$ cat src/rtl/bwd_pkg.sv
// Package for the board watchdog timer: widths, timing constants, carriers.
// Assumes a single 250 MHz clock and a synchronous active-high reset.
package bwd_pkg;

    // Time-out value width (unsigned binary count)
    localparam int unsigned CNT_W        = 8;
    // Clock rate in kHz
    localparam int unsigned CLK_KHZ      = 250000;
    // Unit periods in milliseconds
    localparam int unsigned UNIT_SEC_MS  = 1000;
    localparam int unsigned UNIT_MIN_MS  = 60000;
    // Default clock cycles per unit (seconds and minutes)
    localparam int unsigned SEC_CYCLES   = CLK_KHZ * UNIT_SEC_MS;
    localparam longint unsigned MIN_CYCLES_L =
        64'(CLK_KHZ) * 64'(UNIT_MIN_MS);
    // Prescaler width, wide enough for the minute count
    localparam int unsigned PRE_W        = 34;
    // Reset pulse counter start; the issued pulse lasts this plus one cycles
    localparam logic [3:0]  RST_PULSE    = 4'hF;
    // Zero value of a time-out
    localparam logic [CNT_W-1:0] TMO_ZERO = 8'h00;

    // Unit selection
    typedef enum logic {
        BWD_UNIT_SEC,
        BWD_UNIT_MIN
    } bwd_unit_e;

    // Load request from the firmware service path
    typedef struct packed {
        logic             valid;
        logic [CNT_W-1:0] value;
    } bwd_load_s;

    // Watchdog state
    typedef enum logic [1:0] {
        BWD_OFF,
        BWD_RUN,
        BWD_FIRE
    } bwd_state_e;

endpackage : bwd_pkg

$ cat src/rtl/bwd_tick.sv
// Unit tick generator for the board watchdog timer.
// Assumes restart is pulsed on every load so a unit starts whole.
`timescale 1ns/1ps
`default_nettype none
module bwd_tick
    import bwd_pkg::*;
#(
    parameter logic [PRE_W-1:0] SEC_DIV = PRE_W'(SEC_CYCLES),
    parameter logic [PRE_W-1:0] MIN_DIV = PRE_W'(MIN_CYCLES_L)
) (
    // Clock and reset
    input  wire logic       clk,
    input  wire logic       rst,
    // Control
    input  wire logic       restart,
    input  wire logic       run,
    input  wire bwd_unit_e  unit,
    // Output
    output logic            tick
);

    logic [PRE_W-1:0] pre_ff;    // Cycles left in current unit
    logic [PRE_W-1:0] nxt_pre;
    logic             tick_ff;   // Registered unit pulse
    logic             nxt_tick;
    logic [PRE_W-1:0] div_val;   // Selected division

    // Division by selected unit
    assign div_val = (unit == BWD_UNIT_MIN) ? MIN_DIV : SEC_DIV;

    // Next prescaler value
    always_comb begin
        nxt_pre  = pre_ff;
        nxt_tick = 1'b0;
        if (restart || !run) begin
            // Fresh unit on every load; idle when stopped
            nxt_pre = div_val - PRE_W'(1);
        end else if (pre_ff == '0) begin
            nxt_pre  = div_val - PRE_W'(1);
            nxt_tick = 1'b1;
        end else begin
            nxt_pre = pre_ff - PRE_W'(1);
        end
    end

    // Prescaler registers
    always_ff @(posedge clk) begin
        if (rst) begin
            pre_ff  <= '0;
            tick_ff <= 1'b0;
        end else begin
            pre_ff  <= nxt_pre;
            tick_ff <= nxt_tick;
        end
    end

    assign tick = tick_ff;

endmodule : bwd_tick
`default_nettype wire

$ cat src/rtl/bwd_core.sv
// Board watchdog timer: loadable down counter that resets the system.
// Assumes loads arrive as single-cycle requests on the board clock.
`timescale 1ns/1ps
`default_nettype none
// Function
// - Nonzero load starts countdown per unit
// - Reaching zero issues system reset
// - Zero load disables watchdog
// - Unit is seconds unless otherwise selected
module bwd_core
    import bwd_pkg::*;
#(
    parameter logic [PRE_W-1:0] SEC_DIV = PRE_W'(SEC_CYCLES),
    parameter logic [PRE_W-1:0] MIN_DIV = PRE_W'(MIN_CYCLES_L)
) (
    // Clock and reset
    input  wire logic       clk,
    input  wire logic       rst,
    // Firmware load request
    input  wire bwd_load_s  load,
    // Unit selection from setup
    input  wire bwd_unit_e  unit_sel,
    // Status
    output logic            running,
    output logic [CNT_W-1:0] count,
    // System reset request
    output logic            sys_reset
);

    // State, count and pulse registers with their next values
    bwd_state_e       state_ff;    // Watchdog state
    bwd_state_e       nxt_state;
    logic [CNT_W-1:0] cnt_ff;      // Remaining units
    logic [CNT_W-1:0] nxt_cnt;
    logic [3:0]       pls_ff;      // Reset pulse length counter
    logic [3:0]       nxt_pls;
    logic             rst_out_ff;  // Registered reset output
    logic             nxt_rst_out;
    logic             tick;        // One unit elapsed
    logic             restart;     // Any load restarts the unit

    // Cycles the reset pulse stays high after its first sampled edge
    localparam int PLS_HOLD = RST_PULSE;

    // A load always restarts the unit prescaler, so a reload never
    // inherits a partly used unit from the count it replaces.
    assign restart = load.valid;

    // Unit tick source
    // unit select
    bwd_tick #(
        .SEC_DIV (SEC_DIV),
        .MIN_DIV (MIN_DIV)
    ) u_tick (
        .clk     (clk),
        .rst     (rst),
        .restart (restart),
        .run     (running),
        .unit    (unit_sel),
        .tick    (tick)
    );

    // Next state and count
    always_comb begin
        nxt_state   = state_ff;
        nxt_cnt     = cnt_ff;
        nxt_pls     = pls_ff;
        nxt_rst_out = 1'b0;
        case (state_ff)
            BWD_OFF, BWD_RUN: begin
                if (load.valid) begin
                    nxt_cnt = load.value;
                    nxt_state = (load.value == TMO_ZERO) ? BWD_OFF
                                                         : BWD_RUN;
                end else if (running && tick) begin
                    // One unit gone; a load in the same cycle wins instead
                    nxt_cnt = cnt_ff - CNT_W'(1);
                    if (cnt_ff == CNT_W'(1)) begin
                        nxt_state   = BWD_FIRE;
                        nxt_pls     = RST_PULSE;
                        nxt_rst_out = 1'b1;
                    end
                end
            end
            BWD_FIRE: begin
                // Hold reset for a fixed pulse, then stay off
                // Loads are dropped here: the system is being reset and
                // a new count would only outlive the pulse by accident
                nxt_rst_out = 1'b1;
                if (pls_ff == 4'h0) begin
                    nxt_rst_out = 1'b0;
                    nxt_state   = BWD_OFF;
                end else begin
                    nxt_pls = pls_ff - 4'h1;
                end
            end
            default: begin
                // Unused encoding falls back to the safe disabled state
                nxt_state = BWD_OFF;
            end
        endcase
    end

    // State registers
    // Synchronous reset; no clock enable, every edge updates
    always_ff @(posedge clk) begin
        if (rst) begin
            state_ff   <= BWD_OFF;
            cnt_ff     <= TMO_ZERO;
            pls_ff     <= 4'h0;
            rst_out_ff <= 1'b0;
        end else begin
            state_ff   <= nxt_state;
            cnt_ff     <= nxt_cnt;
            pls_ff     <= nxt_pls;
            rst_out_ff <= nxt_rst_out;
        end
    end

    // Run flag decoded once from the state register
    assign running   = (state_ff == BWD_RUN);
    // Remaining units straight from the counter register
    assign count     = cnt_ff;
    // Reset request comes from a flip-flop so it never glitches
    assign sys_reset = rst_out_ff;

    // Checks below watch the design's own outputs and the unit tick.
    // Each is stopped by the synchronous reset so that the cycles
    // spent in reset never count as a violation; a_reset_off
    // looks at reset itself and so has no disable.

    // Zero load stops the watchdog
    a_zero_disables: assert property (@(posedge clk) disable iff (rst)
        load.valid && load.value == TMO_ZERO
        |=> !running)
        else $error("zero load did not disable");

    // Nonzero load runs with that count
    // The reset pulse refuses loads, so it is left out here
    a_load_starts: assert property (@(posedge clk) disable iff (rst)
        load.valid && load.value != TMO_ZERO && !sys_reset
        |=> running && count == $past(load.value))
        else $error("nonzero load did not start");

    // Last tick raises reset next cycle
    a_expiry_reset: assert property (@(posedge clk) disable iff (rst)
        running && tick && !load.valid && count == 8'h01
        |=> sys_reset && count == TMO_ZERO)
        else $error("expiry did not reset");

    // Reset only after expiry
    a_reset_cause: assert property (@(posedge clk) disable iff (rst)
        $rose(sys_reset)
        |-> $past(running) && $past(tick))
        else $error("spurious reset");

    // Disabled watchdog never resets
    // An idle watchdog must stay harmless to the board
    a_off_quiet: assert property (@(posedge clk) disable iff (rst)
        !running && !sys_reset
        |=> !$rose(sys_reset))
        else $error("reset while disabled");

    // Count steps down by one per tick
    a_count_step: assert property (@(posedge clk) disable iff (rst)
        running && tick && !load.valid && count > 8'h01
        |=> running && count == $past(count) - 8'h01)
        else $error("count step wrong");

    // Count holds between ticks
    // A tick-free cycle must not leak a decrement
    a_count_hold: assert property (@(posedge clk) disable iff (rst)
        running && !tick && !load.valid
        |=> count == $past(count))
        else $error("count moved without tick");

    // Off after reset release
    a_reset_off: assert property (@(posedge clk)
        rst
        |=> !running && !sys_reset && count == TMO_ZERO)
        else $error("not disabled after reset");

    // Pulse has a fixed length, then drops
    // A reset request that ended early could leave the board half reset
    a_pulse_length: assert property (@(posedge clk) disable iff (rst)
        $rose(sys_reset)
        |-> ##PLS_HOLD sys_reset ##1 !sys_reset)
        else $error("reset pulse length wrong");

    // A load during the pulse is dropped; count stays put and the watchdog does not run
    a_fire_drops: assert property (@(posedge clk) disable iff (rst)
        sys_reset && load.valid
        |=> !running && count == $past(count))
        else $error("load taken during reset pulse");

    // Disabled and quiet: nothing moves until a load
    a_off_hold: assert property (@(posedge clk) disable iff (rst)
        !running && !sys_reset && !load.valid
        |=> !running && !sys_reset && count == $past(count))
        else $error("disabled watchdog changed");

    // A running count is never zero
    // Zero while running would mean a missed expiry
    a_run_nonzero: assert property (@(posedge clk) disable iff (rst)
        running
        |-> count != TMO_ZERO)
        else $error("running with zero count");

    // After the pulse the watchdog stays off with an empty count
    a_expiry_off: assert property (@(posedge clk) disable iff (rst)
        $fell(sys_reset)
        |-> !running && count == TMO_ZERO)
        else $error("not off after reset pulse");

endmodule : bwd_core
`default_nettype wire

$ cat config.mk
export PLATFORM = sky130hd
export DESIGN_NAME = bwd_core
export DESIGN_NICKNAME = d
export VERILOG_FILES = /design/src/rtl/bwd_pkg.sv /design/src/rtl/bwd_tick.sv /design/src/rtl/bwd_core.sv
export SDC_FILE = /design/constraint.sdc
export NUM_CORES = 1
export LEC_CHECK = 0
export BUFFER_PORTS_ARGS = -buffer_cell sky130_fd_sc_hd__buf_4
export CAP_MARGIN = 20
export CELL_PAD_IN_SITES_DETAIL_PLACEMENT = 0
export CELL_PAD_IN_SITES_GLOBAL_PLACEMENT = 1
export CORE_MARGIN = 1.5
export CORE_UTILIZATION = 45
export DETAILED_ROUTE_END_ITERATION = 7
export HOLD_SLACK_MARGIN = 0.12
export PLACE_DENSITY_LB_ADDON = 0.1
export SYNTH_ARGS = -nofsm -noshare
export SYNTH_HDL_FRONTEND = slang
export SYNTH_SLANG_ARGS = --single-unit
$ cat constraint.sdc
create_clock -name clk -period 5.7 [get_ports clk]
set_input_delay 0.57 -clock clk [delete_from_list [all_inputs] [get_ports clk]]
set_output_delay 0.57 -clock clk [all_outputs]
set_load 0.01 [all_outputs]
==> results by group <==
Cells and area
  – Reg area: 1000 um2
  – ANT cells: 0
  – Layout cells sized above 1: 15.1%
  – Fin cells: 375
  – NumNets Final: 320
  – Area growth, synth to finish: 12.0%
  – Fillers: 499
  – Multi-input logic area: 1380 um2

CTS
  – Setup bufs post-CTS: 0
  – Worst-path clk slew: 0.10 ns
  – CTS Sinks: 50
  – Post-cts resize count: 0
  – Total CTS buffers: 5
  – Clock buffer depth: 2
  – Hold buffer count at CTS: 0
  – CTS tree: done
  – Clock Tree Root: clkbuf_8
  – H-tree Lvls: 2
  – Clock Latency Late Sink: 0.31 ns

Critical path
  – Setup crit start: u_tick.pre_ff[0]$_SDFF_PP0_
  – Worst-path cell chain: inv_1 > ha_1 > or4b_1 > nor3_2 > nand4_4 > a21oi_1 > a21oi_1
  – Crit. path cell count: 7
  – CP peak stage delay: 0.77 ns
  – R2R setup slack: 2.86 ns
  – Worst Setup EP: u_tick.pre_ff[22]$_SDFF_PP0_
  – Most used cell, CP: a21oi_1
  – R2R Path End: u_tick.pre_ff[22]$_SDFF_PP0_
  – R2R depth: 7
  – Top delay family on crit path: simple AND/OR/NAND/NOR gates
  – CP Data Required Time: 5.87 ns
  – CP startpoint kind: flop
  – CP Max Fanout: 13
  – R2R Path Start: u_tick.pre_ff[0]$_SDFF_PP0_
  – Worst EP arrival: 3.00 ns
  – CP bufs+invs: 1
  – CP Class: reg2reg
  – Worst path slowest cell: nor3_2
  – Crit. End Element: flop

Timing
  – Hold slack: 0.496 ns
  – Clock Skew: 0.0138 ns
  – Fmax: 353 MHz
  – Max-slew violation count: 0
  – Fin crit period: 2.84 ns
  – Rel. slew slack: 37.9%
  – Final period utilization: 49.7%
  – RSZ-0062 raised after global routing: no
  – Worst-Margin Slew: 0.926 ns
  – Final hold viol count: 0
  – Count of final setup violators: 0
  – Setup TNS Final: 0 ns

Synthesis
  – Largest cells by area after synthesis: dfxtp_1, xor2_1, a21oi_1
  – EDFF count, synth: 0
  – Commonest cells post-synth: dfxtp_1, a21oi_1, nor2_1, xor2_1, nand2_1
  – Area leader, netlist: dfxtp_1
  – Synth top area share: 40.6%
  – Area of the mapped netlist: 2470 um2
  – Mapped Nets: 303
  – Number of distinct library cells after synthesis: 48
  – Count leader, synth: dfxtp_1
  – Register area share after synthesis: 40.6%
  – Yosys warning count: 0
  – Syn avg cell area: 8.60 um2
  – Syn Inst Count: 287
  – Async S/R FF share, synth: 0%
  – Synth Flop Type: dfxtp_1
  – Register bit total from synthesis: 50

Route
  – Post-route ant nets: 0
  – Routed wire length: 5380 um
  – 1st-iter DRT viols: 153
  – Vias: 2042
  – Vias per cell: 5.45
  – Drt drc: 0
  – Number of detailed-route iterations in the first pass: 4
  – Routed wire per std cell: 14.4 um

Floorplan
  – Die Span Y: 77.0 um
  – Initial Utilization: 47.4%
  – Ports: 22
  – FP Rows: 26
  – Core Region: 5200 um2
  – Die width: 77.0 um
  – Die area: 5940 um2

Min path
  – Hold WC Path Type: reg2reg

Global route
  – Pin count of the biggest net entering global routing: 33
  – Remaining global-route overflow: 0
  – Vias in the first global route: 1904
  – Global-route wire length before repair: 9320 um
  – Gr usage total: 19.3%
  – Initial antenna violation count: 0

Place
  – DP Wirelength: 3640 um
  – Port Buffers: 21
  – GPL Wtd Cong: 0.773
  – Dpl cells: 367

Run
  – Max Cap Viol: 0

Pwr
  – Final Total Pwr: 0.000747 W
  – Total leakage power: 1.01 nW
  – Pwr dens: 270 nW/um2
  – Maximum vdd drop: 138 uV

Outcome
  – Status: finished, final reports clean
worst min-delay path by stage:
stage                                     start                          end  slack, ns  cells past startpoint
finish              u_tick.pre_ff[0]$_SDFF_PP0_  u_tick.pre_ff[0]$_SDFF_PP0_       0.50                      1
global route        u_tick.pre_ff[0]$_SDFF_PP0_  u_tick.pre_ff[0]$_SDFF_PP0_       0.53                      1
CTS                 u_tick.pre_ff[0]$_SDFF_PP0_  u_tick.pre_ff[0]$_SDFF_PP0_       0.49                      1
detailed placement  u_tick.pre_ff[0]$_SDFF_PP0_  u_tick.pre_ff[0]$_SDFF_PP0_       0.47                      1
global placement    u_tick.pre_ff[0]$_SDFF_PP0_  u_tick.pre_ff[0]$_SDFF_PP0_       0.46                      1
floorplan           u_tick.pre_ff[0]$_SDFF_PP0_  u_tick.pre_ff[0]$_SDFF_PP0_       0.44                      1
report_power, final:
group | internal (W) | switching, W
clock network | 0.000129 | 0.000118
logic | 0.0000473 | 0.0000585
registers | 0.000370 | 0.0000240
flip-flops by register name, indices dropped and copies added, names as in the netlist:
register	count
sys_reset	1
pls_ff	4
count	8
u_tick.tick	1
u_tick.pre_ff	34
state_ff	2
worst register-to-register path: stages, from the launching register on:
cell and delay [ns]:
dfxtp_1 0.34, inv_1 0.06, ha_1 0.18, or4b_1 0.53
nor3_2 0.77, nand4_4 0.21, a21oi_1 0.53, a21oi_1 0.07
layer usage:
layer  share of wire (%)  track usage, %
met5                   0               0
met4                 1.2            5.45
met3                 3.8            3.69
met2                  45            29.2
met1                  50            28.0
layout make-up:
type	count	share of cell area [%]
multi-input cells	218	49.8
well taps	70	3.17
repair buffers	22	5.98
clock buffers	5	2.49
flip-flops and latches	50	36.2
inverters	7	0.951
clock inverters	3	1.45
through the flow:
step / setup slack, ns / util [%] / area [um2]
global placement: 2.96 / 51.0 / 2660
CTS: 2.86 / 53.1 / 2760
global route: 2.64 / 53.1 / 2760
floorplan: 3.57 / - / 2470
detailed placement: 2.88 / 51.0 / 2660
finish: 2.86 / 53.1 / 2760
logic make-up (layout without fill, tap and decap cells):
family                   count (synthesis)  count (layout)  synth area share, %
flip-flops                              50              50                 40.6
XOR/XNOR                                30              30                 10.6
adder cells (fa/ha/maj)                  4               4                 2.03
AND/OR/NAND/NOR                        116             116                 27.0
buffers and inverters                   19              37                 3.70
AO/OA/AOI/OAI                           68              68                 16.0
cells in the final DEF, fill, tap and decap left out, types with 3 or more instances in the layout:
cell type / Yosys / layout
a211oi_1: 3 / 3
a21oi_1: 38 / 38
a31oi_1: 6 / 6
buf_4: 0 / 22
clkbuf_8: 0 / 5
dfxtp_1: 50 / 50
ha_1: 4 / 4
inv_1: 7 / 7
nand2_1: 16 / 16
nand3_1: 8 / 8
nand4_1: 9 / 9
nor2_1: 32 / 32
nor2b_1: 3 / 3
nor3_1: 11 / 11
nor4_1: 9 / 9
o21a_1: 3 / 3
o21ai_0: 7 / 7
or2_2: 5 / 5
or4_1: 4 / 4
xnor2_1: 6 / 6
xor2_1: 24 / 24
Power figures use the tool's default switching activity.
